===== src/core/adc_ctl_pkg.sv =====
package adc_ctl_pkg;

	// Register offsets on the configuration port
	localparam logic [7:0] CHAN_INDEX_ADDR = 8'h05;
	localparam logic [7:0] MODE_ADDR = 8'h08;
	localparam logic [7:0] CLOCK_ADDR = 8'h09;
	localparam logic [7:0] DIVIDE_ADDR = 8'h0b;
	localparam logic [7:0] TEST_ADDR = 8'h0d;
	localparam logic [7:0] TRANSFER_ADDR = 8'hff;

	// Reset values
	localparam logic [7:0] CHAN_INDEX_RST = 8'h03;
	localparam logic [7:0] MODE_RST = 8'h80;
	localparam logic [7:0] CLOCK_RST = 8'h00;
	localparam logic [7:0] DIVIDE_RST = 8'h00;
	localparam logic [7:0] TEST_RST = 8'h00;

	// Field positions in the mode register
	localparam int EXT_PD_EN_BIT = 7;
	localparam int PIN_FUNC_LSB = 5;
	localparam int PWR_MODE_LSB = 0;
	// Field positions elsewhere
	localparam int DCS_BIT = 0;
	localparam int DIV_LSB = 0;
	localparam int XFER_BIT = 0;
	localparam int USER_MODE_LSB = 6;
	localparam int PN_LONG_RST_BIT = 5;
	localparam int PN_SHORT_RST_BIT = 4;
	localparam int TEST_MODE_LSB = 0;

	// Power mode field codes
	localparam logic [1:0] PWR_RUN = 2'h0;
	localparam logic [1:0] PWR_DOWN = 2'h1;
	localparam logic [1:0] PWR_STANDBY = 2'h2;
	localparam logic [1:0] PWR_DIG_RESET = 2'h3;
	// External pin function codes
	localparam logic [1:0] PIN_FULL_DOWN = 2'h0;
	localparam logic [1:0] PIN_STANDBY = 2'h1;

	// Output test mode codes
	typedef enum logic [3:0] {
		TM_OFF = 4'h0, TM_MIDSCALE = 4'h1, TM_POS_FS = 4'h2, TM_NEG_FS = 4'h3,
		TM_CHECKER = 4'h4, TM_PN_LONG = 4'h5, TM_PN_SHORT = 4'h6, TM_WORD_TOGGLE = 4'h7,
		TM_USER = 4'h8, TM_BIT_TOGGLE = 4'h9, TM_SYNC = 4'ha, TM_ONE_BIT = 4'hb,
		TM_MIXED = 4'hc
	} test_mode_t;

	// Fixed test words for the 12-bit offset-binary output
	localparam logic [11:0] WORD_MID = 12'h800;
	localparam logic [11:0] WORD_POS_FS = 12'hfff;
	localparam logic [11:0] WORD_NEG_FS = 12'h000;
	localparam logic [11:0] WORD_CHECK_A = 12'haaa;
	localparam logic [11:0] WORD_CHECK_B = 12'h555;
	localparam logic [11:0] WORD_ONES = 12'hfff;
	localparam logic [11:0] WORD_ZEROS = 12'h000;
	localparam logic [11:0] WORD_BIT_TOGGLE = 12'haaa;
	localparam logic [11:0] WORD_SYNC = 12'h03f;
	localparam logic [11:0] WORD_ONE_BIT = 12'h001;
	localparam logic [11:0] WORD_MIXED_A = 12'h50a;
	localparam logic [11:0] WORD_MIXED_B = 12'haf5;

	// Pseudo-random generator lengths and seeds
	localparam int PN_LONG_LEN = 23;
	localparam int PN_SHORT_LEN = 9;
	localparam logic [22:0] PN_LONG_SEED = 23'h7fffff;
	localparam logic [8:0] PN_SHORT_SEED = 9'h1ff;

	// Data path FIFO shape
	localparam int FIFO_DEPTH = 32;

endpackage


===== src/core/adc_mode_clock_test_control.sv =====
`timescale 1ns/1ps
`default_nettype none

module adc_mode_clock_test_control import adc_ctl_pkg::*; #(
	parameter int DATA_W = 12,
	parameter int DEPTH = FIFO_DEPTH
) (
	input wire logic ref_clk,
	input wire logic rst_n,
	input wire logic reg_wr_en,
	input wire logic reg_rd_en,
	input wire logic [7:0] reg_addr,
	input wire logic [7:0] reg_wdata,
	output logic [7:0] reg_rdata,
	output logic reg_rvalid,
	input wire logic ext_pdwn,
	input wire logic [DATA_W-1:0] user_pattern1,
	input wire logic [DATA_W-1:0] user_pattern2,
	input wire logic [DATA_W-1:0] conv_a,
	input wire logic [DATA_W-1:0] conv_b,
	output logic sample_strobe,
	output logic [2*DATA_W-1:0] out_data,
	output logic out_valid,
	input wire logic out_ready,
	output logic [1:0] chan_power_down,
	output logic [1:0] chan_standby,
	output logic digital_reset,
	output logic duty_stabilize_en
);

	// Power decode: bit 1 is standby, bit 0 is full power-down
	function automatic logic [1:0] power_state(input logic [7:0] mode, input logic pin);
		logic [1:0] pm;
		logic [1:0] fn;
		pm = mode[PWR_MODE_LSB +: 2];
		fn = mode[PIN_FUNC_LSB +: 2];
		power_state = 2'h0;
		if (pm == PWR_DOWN) begin
			power_state = 2'h1;
		end else if (pm == PWR_STANDBY) begin
			power_state = 2'h2;
		end
		// The pin only adds a state; a register power-down still wins
		if (mode[EXT_PD_EN_BIT] && pin && power_state == 2'h0) begin
			power_state = (fn == PIN_STANDBY) ? 2'h2 : 2'h1;
		end
	endfunction

	// Test word decode; codes above the table fall back to live data
	function automatic logic [DATA_W-1:0] pattern_word(
		input logic [3:0] tm,
		input logic phase,
		input logic [1:0] umode,
		input logic [DATA_W-1:0] pn_long,
		input logic [DATA_W-1:0] pn_short,
		input logic [DATA_W-1:0] u1,
		input logic [DATA_W-1:0] u2,
		input logic [DATA_W-1:0] live
	);
		case (test_mode_t'(tm))
			TM_MIDSCALE: pattern_word = WORD_MID;
			TM_POS_FS: pattern_word = WORD_POS_FS;
			TM_NEG_FS: pattern_word = WORD_NEG_FS;
			TM_CHECKER: pattern_word = phase ? WORD_CHECK_B : WORD_CHECK_A;
			TM_PN_LONG: pattern_word = pn_long;
			TM_PN_SHORT: pattern_word = pn_short;
			TM_WORD_TOGGLE: pattern_word = phase ? WORD_ZEROS : WORD_ONES;
			TM_USER: pattern_word = (umode[0] && phase) ? u2 : u1;
			TM_BIT_TOGGLE: pattern_word = WORD_BIT_TOGGLE;
			TM_SYNC: pattern_word = WORD_SYNC;
			TM_ONE_BIT: pattern_word = WORD_ONE_BIT;
			TM_MIXED: pattern_word = phase ? WORD_MIXED_B : WORD_MIXED_A;
			default: pattern_word = live;
		endcase
	endfunction

	// Global and index registers
	logic [7:0] chan_sel_reg; // Channels that take local writes
	logic [7:0] clk_mst_reg; // Clock options, pending
	logic [7:0] div_mst_reg; // Divide ratio, pending
	logic [7:0] div_act_reg; // Divide ratio, in force
	logic xfer_reg; // Transfer bit, cleared by hardware next cycle
	logic [2:0] div_cnt_reg; // Sample clock divider
	logic [1:0][7:0] mode_act_w; // Per-channel mode in force
	logic [1:0][7:0] test_act_w; // Per-channel test mode in force
	logic [1:0][DATA_W-1:0] chan_word_w; // Per-channel output word
	logic [1:0][1:0] pwr_w; // Per-channel power decode
	wire logic fifo_in_ready; // Room in the output FIFO
	wire logic div_tick; // One pulse per divided sample clock
	wire logic push; // A sample word enters the FIFO
	wire logic any_running; // At least one channel converting
	wire logic dig_reset_req; // A channel holds the reset code
	wire logic wr_mode;
	wire logic wr_test;
	wire logic wr_clock;
	wire logic wr_div;
	wire logic wr_index;
	wire logic wr_xfer;
	wire logic rd_ch; // Channel shown on local register reads
	logic [7:0] rd_word; // Read mux

	// Unmapped addresses raise no strobe, so such writes simply vanish
	// Write strobes
	assign wr_mode = reg_wr_en && (reg_addr == MODE_ADDR);
	assign wr_test = reg_wr_en && (reg_addr == TEST_ADDR);
	assign wr_clock = reg_wr_en && (reg_addr == CLOCK_ADDR);
	assign wr_div = reg_wr_en && (reg_addr == DIVIDE_ADDR);
	assign wr_index = reg_wr_en && (reg_addr == CHAN_INDEX_ADDR);
	assign wr_xfer = reg_wr_en && (reg_addr == TRANSFER_ADDR) && reg_wdata[XFER_BIT];

	// Divider: tick when the count reaches the programmed value
	assign div_tick = (div_cnt_reg == div_act_reg[DIV_LSB +: 3]);
	assign any_running = (pwr_w[0] == 2'h0) || (pwr_w[1] == 2'h0);
	assign dig_reset_req = (mode_act_w[0][PWR_MODE_LSB +: 2] == PWR_DIG_RESET) ||
		(mode_act_w[1][PWR_MODE_LSB +: 2] == PWR_DIG_RESET);
	// A full FIFO holds the generators still rather than skipping words
	assign push = div_tick && fifo_in_ready && any_running && !digital_reset;

	// Local reads show channel A when selected, otherwise channel B
	// Reads show the copy in force, except the clock register which shows its pending copy, so a staged mode, divide or test value stays hidden until transfer
	assign rd_ch = ~chan_sel_reg[0];
	always_comb begin
		case (reg_addr)
			CHAN_INDEX_ADDR: rd_word = chan_sel_reg;
			MODE_ADDR: rd_word = mode_act_w[rd_ch];
			CLOCK_ADDR: rd_word = clk_mst_reg;
			DIVIDE_ADDR: rd_word = div_act_reg;
			TEST_ADDR: rd_word = test_act_w[rd_ch];
			TRANSFER_ADDR: rd_word = {7'h00, xfer_reg};
			default: rd_word = 8'h00;
		endcase
	end

	// Index register; the default selects both channels
	always_ff @(posedge ref_clk or negedge rst_n) begin
		if (!rst_n) begin
			chan_sel_reg <= CHAN_INDEX_RST;
		end else if (wr_index) begin
			chan_sel_reg <= {6'h00, reg_wdata[1:0]};
		end
	end

	// Global masters take writes at once
	always_ff @(posedge ref_clk or negedge rst_n) begin
		if (!rst_n) begin
			clk_mst_reg <= CLOCK_RST;
			div_mst_reg <= DIVIDE_RST;
		end else begin
			if (wr_clock) begin
				clk_mst_reg <= {7'h00, reg_wdata[DCS_BIT]};
			end
			if (wr_div) begin
				div_mst_reg <= {5'h00, reg_wdata[DIV_LSB +: 3]};
			end
		end
	end

	// Transfer bit: set by the host, dropped by hardware after the copy
	// A write in the clearing cycle sets it again, so back-to-back transfers both land
	always_ff @(posedge ref_clk or negedge rst_n) begin
		if (!rst_n) begin
			xfer_reg <= 1'b0;
		end else begin
			xfer_reg <= wr_xfer;
		end
	end

	// Global slaves follow the masters only on transfer
	always_ff @(posedge ref_clk or negedge rst_n) begin
		if (!rst_n) begin
			div_act_reg <= DIVIDE_RST;
			duty_stabilize_en <= CLOCK_RST[DCS_BIT];
		end else if (xfer_reg) begin
			div_act_reg <= div_mst_reg;
			duty_stabilize_en <= clk_mst_reg[DCS_BIT];
		end
	end

	// Divider counter; restarted by the digital reset and on a new ratio
	// Restarting keeps the first tick after a change a full period away
	always_ff @(posedge ref_clk or negedge rst_n) begin
		if (!rst_n) begin
			div_cnt_reg <= 3'h0;
		end else if (digital_reset || xfer_reg || div_tick) begin
			div_cnt_reg <= 3'h0;
		end else begin
			div_cnt_reg <= div_cnt_reg + 3'h1;
		end
	end

	// Per-channel local registers and test generators
	for (genvar ch = 0; ch < 2; ch++) begin : g_chan
		logic [7:0] mode_mst_reg; // Mode, pending
		logic [7:0] mode_act_reg; // Mode, in force
		logic [7:0] test_mst_reg; // Test mode, pending
		logic [7:0] test_act_reg; // Test mode, in force
		logic [PN_LONG_LEN-1:0] pn_long_reg; // Long sequence generator
		logic [PN_SHORT_LEN-1:0] pn_short_reg; // Short sequence generator
		logic phase_reg; // Alternates each emitted word
		logic once_done_reg; // A play-once user pattern has finished
		wire logic [3:0] tm;
		wire logic [1:0] umode;
		wire logic test_on;
		wire logic restart;
		wire logic [DATA_W-1:0] live;

		assign tm = test_act_reg[TEST_MODE_LSB +: 4];
		assign umode = test_act_reg[USER_MODE_LSB +: 2];
		// Test data is active for every listed code except TM_OFF and a spent one-shot
		assign test_on = (tm != TM_OFF) && (tm <= TM_MIXED) &&
			!((tm == TM_USER) && umode[1] && once_done_reg);
		assign restart = digital_reset || xfer_reg;
		assign live = (ch == 0) ? conv_a : conv_b;
		assign mode_act_w[ch] = mode_act_reg;
		assign test_act_w[ch] = test_act_reg;
		assign pwr_w[ch] = power_state(mode_act_reg, ext_pdwn);
		// A quiet channel sends zeros; test data otherwise overrides live data
		assign chan_word_w[ch] = (pwr_w[ch] != 2'h0) ? '0 : test_on ?
			pattern_word(tm, phase_reg, umode, pn_long_reg[DATA_W-1:0],
				{3'h0, pn_short_reg}, user_pattern1, user_pattern2, live) : live;

		// Master copies take writes only for selected channels
		always_ff @(posedge ref_clk or negedge rst_n) begin
			if (!rst_n) begin
				mode_mst_reg <= MODE_RST;
				test_mst_reg <= TEST_RST;
			end else begin
				if (wr_mode && chan_sel_reg[ch]) begin
					mode_mst_reg <= {reg_wdata[7:5], 3'h0, reg_wdata[1:0]};
				end
				if (wr_test && chan_sel_reg[ch]) begin
					test_mst_reg <= reg_wdata;
				end
			end
		end

		// Active copies change only on transfer
		always_ff @(posedge ref_clk or negedge rst_n) begin
			if (!rst_n) begin
				mode_act_reg <= MODE_RST;
				test_act_reg <= TEST_RST;
			end else if (xfer_reg) begin
				mode_act_reg <= mode_mst_reg;
				test_act_reg <= test_mst_reg;
			end
		end

		// Long generator: held at seed while its reset bit is set
		always_ff @(posedge ref_clk or negedge rst_n) begin
			if (!rst_n) begin
				pn_long_reg <= PN_LONG_SEED;
			end else if (restart || test_act_reg[PN_LONG_RST_BIT]) begin
				pn_long_reg <= PN_LONG_SEED;
			end else if (push) begin
				pn_long_reg <= {pn_long_reg[21:0], pn_long_reg[22] ^ pn_long_reg[17]};
			end
		end

		// Short generator: same scheme, nine stages
		always_ff @(posedge ref_clk or negedge rst_n) begin
			if (!rst_n) begin
				pn_short_reg <= PN_SHORT_SEED;
			end else if (restart || test_act_reg[PN_SHORT_RST_BIT]) begin
				pn_short_reg <= PN_SHORT_SEED;
			end else if (push) begin
				pn_short_reg <= {pn_short_reg[7:0], pn_short_reg[8] ^ pn_short_reg[4]};
			end
		end

		// Word phase and one-shot tracking
		always_ff @(posedge ref_clk or negedge rst_n) begin
			if (!rst_n) begin
				phase_reg <= 1'b0;
				once_done_reg <= 1'b0;
			end else if (restart) begin
				phase_reg <= 1'b0;
				once_done_reg <= 1'b0;
			end else if (push) begin
				phase_reg <= ~phase_reg;
				// Single once ends after one word, alternating once after two
				if (tm == TM_USER && umode[1] && (!umode[0] || phase_reg)) begin
					once_done_reg <= 1'b1;
				end
			end
		end
	end

	// Status outputs and read answer
	// Read data loads only on a read, so it holds between reads
	always_ff @(posedge ref_clk or negedge rst_n) begin
		if (!rst_n) begin
			chan_power_down <= 2'h0;
			chan_standby <= 2'h0;
			digital_reset <= 1'b0;
			sample_strobe <= 1'b0;
			reg_rdata <= 8'h00;
			reg_rvalid <= 1'b0;
		end else begin
			chan_power_down <= {pwr_w[1][0], pwr_w[0][0]};
			chan_standby <= {pwr_w[1][1], pwr_w[0][1]};
			digital_reset <= dig_reset_req;
			sample_strobe <= push;
			reg_rvalid <= reg_rd_en;
			if (reg_rd_en) begin
				reg_rdata <= rd_word;
			end
		end
	end

	// Output buffer; channel B in the upper half
	// The flush follows the registered reset, so a word pushed just before it goes too
	sample_fifo #(
		.WIDTH(2*DATA_W),
		.DEPTH(DEPTH)
	) u_fifo (
		.clk(ref_clk),
		.rst_n(rst_n),
		.flush(digital_reset),
		.in_valid(push),
		.in_ready(fifo_in_ready),
		.in_data({chan_word_w[1], chan_word_w[0]}),
		.out_valid(out_valid),
		.out_ready(out_ready),
		.out_data(out_data)
	);

endmodule

`default_nettype wire


===== src/core/sample_fifo.sv =====
`timescale 1ns/1ps
`default_nettype none

// Small FIFO with registered read data and registered ready
module sample_fifo #(
	parameter int WIDTH = 24,
	parameter int DEPTH = 32
) (
	input wire logic clk,
	input wire logic rst_n,
	input wire logic flush,
	input wire logic in_valid,
	output logic in_ready,
	input wire logic [WIDTH-1:0] in_data,
	output logic out_valid,
	input wire logic out_ready,
	output logic [WIDTH-1:0] out_data
);
	localparam int AW = $clog2(DEPTH);

	logic [WIDTH-1:0] mem [DEPTH]; // Storage, no reset needed
	logic [AW-1:0] wr_ptr_reg; // Next slot to fill
	logic [AW-1:0] rd_ptr_reg; // Next slot to drain
	logic [AW:0] cnt_reg; // Words held in storage, output stage excluded
	wire logic wr_go;
	wire logic rd_go;
	wire logic [AW:0] cnt_next;
	wire logic out_valid_next; // Output stage occupied after this edge
	wire logic [AW:0] fill_next; // Words held after this edge, output stage included

	// Ready is registered, so it looks one word ahead of the count
	assign wr_go = in_valid & in_ready;
	assign rd_go = (cnt_reg != '0) & (~out_valid | out_ready);
	assign cnt_next = cnt_reg + (AW+1)'(wr_go) - (AW+1)'(rd_go);
	assign out_valid_next = rd_go | (out_valid & ~out_ready);
	// The output stage counts against the depth, so no more than DEPTH words are ever held
	assign fill_next = cnt_next + (AW+1)'(out_valid_next);

	// Storage write, kept out of the reset process
	always_ff @(posedge clk) begin
		if (wr_go) begin
			mem[wr_ptr_reg] <= in_data;
		end
	end

	// Pointers, count and output stage
	always_ff @(posedge clk or negedge rst_n) begin
		if (!rst_n) begin
			wr_ptr_reg <= '0;
			rd_ptr_reg <= '0;
			cnt_reg <= '0;
			in_ready <= 1'b1;
			out_valid <= 1'b0;
			out_data <= '0;
		end else if (flush) begin
			wr_ptr_reg <= '0;
			rd_ptr_reg <= '0;
			cnt_reg <= '0;
			in_ready <= 1'b1;
			out_valid <= 1'b0;
		end else begin
			if (wr_go) begin
				wr_ptr_reg <= wr_ptr_reg + 1'b1;
			end
			if (rd_go) begin
				rd_ptr_reg <= rd_ptr_reg + 1'b1;
				out_data <= mem[rd_ptr_reg];
			end
			cnt_reg <= cnt_next;
			in_ready <= (fill_next < (AW+1)'(DEPTH));
			out_valid <= out_valid_next;
		end
	end

endmodule

`default_nettype wire

===== config.mk =====
export PLATFORM = sky130hd
export DESIGN_NAME = adc_mode_clock_test_control
export DESIGN_NICKNAME = d
export VERILOG_FILES = /design/src/core/adc_ctl_pkg.sv /design/src/core/adc_mode_clock_test_control.sv /design/src/core/sample_fifo.sv
export SDC_FILE = /design/constraint.sdc
export NUM_CORES = 1
export LEC_CHECK = 0
export ABC_CLOCK_PERIOD_IN_PS = 4000
export BUFFER_PORTS_ARGS = -buffer_cell sky130_fd_sc_hd__buf_2
export CAP_MARGIN = 20
export CORE_MARGIN = 4
export CORE_UTILIZATION = 56
export DETAILED_ROUTE_END_ITERATION = 7
export PLACE_DENSITY = 0.76
export SLEW_MARGIN = 20
export SYNTH_ARGS = -nofsm -noshare
export SYNTH_HDL_FRONTEND = slang
export SYNTH_SLANG_ARGS = --single-unit
export TNS_END_PERCENT = 30

===== constraint.sdc =====
create_clock -name ref_clk -period 4 [get_ports ref_clk]
set_input_delay 0.6 -clock ref_clk [delete_from_list [all_inputs] [get_ports ref_clk]]
set_output_delay 0.6 -clock ref_clk [all_outputs]
set_load 0.005 [all_outputs]

==> results.md <==
Status:
- The flow ran to the end, and the final reports show no timing, DRC or antenna violations.

Route:
- For this block, the initial DRC count from the detailed router was approximately 2300.
- The number of remaining DRC errors is 0.
- The number of nets with antenna violations after detailed routing is 0.
- The first TritonRoute pass finished after 5 iterations.
- In the final routed layout, each cell accounts on average for around 26 µm.
- The via density per instance is ~6.3.
- The total detailed-routing wirelength is 91200 µm.
- The overall via count from detail_route is about 22000.

Flow run:
- The number of max-capacitance violations reported is 0.

STA:
- For the pin with the worst max-slew slack, the measured transition is about 1.0 ns.
- The least setup slack across all paths after layout is 0.807 ns.
- The final sum of negative setup slack is 0 ns.
- The final max-slew violation count is 0.
- Clock skew on the completed layout was measured at roughly 0.03 ns.
- Setup violations remaining at the end of the flow were counted as 0.
- The normalized max-slew margin is a little under a third.
- The portion of the clock cycle consumed by the worst path in the final layout is about four fifths.
- Setup repair after global routing left no endpoint under its margin.
- The smallest clock period supported by the final layout is computed as 3.19 ns.
- Static timing analysis puts the maximum clock frequency at 313 MHz.
- The number of failing hold endpoints at the final stage was 0.

Logic synthesis:
- The share of the Yosys chip area taken by registers is a little over 70%.
- In this run, distinct cell masters in the synthesized netlist total 71.
- The post-synthesis compound-gate area fraction is between 6 and 7%.
- The combinational family with the most area after synthesis is multiplexers.
- By area the synthesized netlist is led by edfxtp_1 59%, mux4_2 8.3%, dfrtp_1 7.7%.
- The cell with the most instances after synthesis is edfxtp_1.
- By count the netlist is led by 768 x edfxtp_1, 164 x nand2_1, 144 x mux4_2, 126 x mux2i_1, 120 x dfrtp_1.
- The post-synthesis area per instance is around 17 µm².
- The summed instance area of the synthesized netlist is between 30000 and 40000 µm².
- The prevailing post-synth register cell is edfxtp_1.
- The mux share of post-synthesis cell area is between 10% and 20%.
- The area share of and/or/nand/nor cells after synthesis is under 10%.
- Of the total synthesized cell area, the portion taken by full adders, half adders and majority gates is less than 1%.
- The top cell type's share of synthesized area is about three fifths.
- Of all flip-flops after synthesis, the portion carrying an async set or reset was 19.9%.
- The biggest area contributor in the post-synthesis netlist is edfxtp_1.
- The cell count after synthesis came out at around 2300.
- The number of flops mapped to enable cells by yosys is roughly 770.
- Synthesis produced a netlist with a net count of 2385.
- After Yosys synthesis, XOR and XNOR cells account for 0.428% of the synthesized area.
- The Yosys step of the flow raised 0 warnings.
- The flip-flop and latch count after synthesis is 959.

CTS:
- Counting every sink on the clock net gives about 960.
- TritonCTS built the clock tree.
- After clock tree synthesis, the clock-pin slew on the worst setup and hold paths is 0.06 ns.
- The number of hold buffers added after CTS is 0.
- The number of gates resized after cts is 0.
- The clock insertion delay at the later pin of the skew report is about 0.66 ns.
- The CTS buffer count is 92.
- The number of levels in the clock H-tree is 3.
- The clock root buffer is clkbuf_16.
- The setup fix buffers added after clock tree synthesis is 0.
- The deepest clock path buffer count is 3.

Placed design:
- During placement, the flow inserted port buffers numbering 110.
- The HPWL after detailed placement is approximately 57000 µm.
- The congestion estimate from routability-driven global placement came to 0.925.
- The total instance count after detailed placement is around 3300.
- The setup slack after placement is 0.719 ns.

Floorplan:
- In this run the core area contains 96 standard-cell rows.
- The overall die width is between 200 and 300 µm.
- The die covers 73600 µm².
- The I/O pin count is ~110.
- The floorplan step defined a core boundary enclosing around 70000 µm².
- The floorplan step set the die height to between 200 and 300 µm.
- The starting utilization of the core area is a little under three fifths.

Power and ir drop:
- Dividing total power by cell area gives a power density of between 600 and 700 nW/µm².
- Summed over all cells, the static leakage comes to about 16 nW.
- The peak supply drop is between 300 and 400 µV.

Worst setup path:
- In this design, the critical path's most frequently occurring cell is buf_4.
- The slowest cell on the critical path is nor2_2.
- The signal on the critical path passes through inv_1 -> ha_1 -> a311oi_2 -> buf_4 -> o21ai_4 -> inv_2 -> nand2_1 -> nor2_2 -> buf_4.
- STA classifies the critical path startpoint as a flop.
- The critical path's largest stage delay is 0.46 ns.
- On the critical path the largest part of the delay comes from buffers and inverters.
- The worst setup path is captured at a flop.
- In this run the worst path has a maximum fanout of 19.
- The required time reported for the critical path endpoint is around 4.3 ns.
- The critical path in this run is classified as flop to flop.
- The sum of buffers and inverters on the critical path is 4.
- The arrival time of data at the critical path endpoint is 3.50 ns.

Global routing:
- Global routing consumed, over all layers together, between 20% and 30% of the routing resources.
- The number of global-route vias before repair was between 20000 and 25000.
- The first global-routing pass estimated ~140000 µm of wire.
- The initial antenna violation count came to 2.
- After global routing the overflow that remains totals 0.
- The maximum number of pins on one net before global-route repair is a little over 90.

Finish:
- After the flow finishes, the layout carries non-filler instances totaling between 3000 and 4000.
- The layout overhead on the synthesized area is 14.0%.
- The fraction of final layout cells with drive strength greater than 1 is about 28%.
- The register with the most flip-flops in the layout has 768 of them.
- The number of nets in the layout is 2570.
- The end-of-flow core utilization is about 64%.
- The final-layout fill cell count is roughly 4700.

Worst hold path:
- The worst min-delay path class is primary input to async pin.
==> cells by family after synthesis <==
family / Yosys count
flip-flops: 959
XOR/XNOR: 19
buffers and inverters: 166
AND/OR/NAND/NOR: 447
multiplexers: 328
adder cells (fa/ha/maj): 21
AO/OA/AOI/OAI: 354
==> power by group <==
group	internal [mW]	switching, mW
registers	12.1	0.807
clock network	5.06	3.69
logic	3.28	4.45
==> routing by layer <==
metal	vias to the layer above	routed length, µm	part of all wire, %	GRT usage, %
li1	9426	-	-	-
met1	11300	35200	39	34.2
met2	1059	45100	49	40.7
met3	198	7950	8.7	4.74
met4	2	2990	3.3	8.91
met5	-	13	0.014	0
==> cell type report <==
class | instances | area, µm² | share of cell area [%]
Antenna cell | 1 | 2.50 | 0.00565
Clock buffer | 132 | 2670 | 6.02
Clock inverter | 41 | 433 | 0.977
Inverter | 28 | 105 | 0.237
Multi-Input combinational cell | 1169 | 10400 | 23.5
Sequential cell | 959 | 27900 | 63.1
Tap cell | 931 | 1160 | 2.63
Timing Repair Buffer | 229 | 1590 | 3.59
==> final timing paths <==
kind	start	slack [ns]	depth (start not counted)	to
setup / recovery	g_chan[1].mode_act_reg[0]$_DFFE_PN0P_	0.81	9	u_fifo.mem[20][10]$_DFFE_PP_
hold / removal	rst_n	0.06	1	u_fifo.out_data[12]$_DFFE_PN0P_
setup reg to reg	g_chan[1].mode_act_reg[0]$_DFFE_PN0P_	0.81	9	u_fifo.mem[20][10]$_DFFE_PP_
hold reg to reg	g_chan[1].pn_long_reg[14]$_DFFE_PN1P_	0.47	2	g_chan[1].pn_long_reg[15]$_DFFE_PN1P_
max in group asynchronous	rst_n	3.02	2	chan_sel_reg[0]$_DFFE_PN1P_
min in group ref_clk	reg_wdata[4]	0.20	2	g_chan[1].test_mst_reg[4]$_DFFE_PN0P_
==> through the flow <==
step	hold slack, ns	area [µm²]	power (mW)
after detailed placement	0.476	41200	20.8
after floorplan	0.304	38800	18.1
after global placement	0.463	41200	20.6
after CTS	0.0446	44300	29.6
final	0.0647	44300	29.4
after global routing	0.100	44300	30.7
==> placed cells by master, fill, tap and decap left out, types with 6 or more instances in the layout <==
master	instances
a211oi_1	48
inv_1	27
dfrtp_1	116
buf_12	11
a31oi_1	9
buf_4	108
a22oi_1	20
buf_2	109
clkbuf_16	94
xor2_1	7
o22ai_1	55
dfstp_2	71
nand3_1	70
a221oi_1	25
ha_1	20
nor2b_1	17
a21oi_1	30
edfxtp_1	768
nor2_2	27
mux2i_1	126
clkbuf_1	21
nand3b_1	9
nand2b_1	34
mux4_2	144
a21oi_2	23
o21ai_0	48
clkbuf_8	18
o22a_1	15
bufinv_16	6
nand2_1	164
clkinv_2	16
a211o_1	24
o211ai_1	28
nor3b_1	6
nor2_1	68
mux2_2	58
xnor2_1	12
clkinv_1	8
No activity file was read; power rests on OpenSTA's default activity.
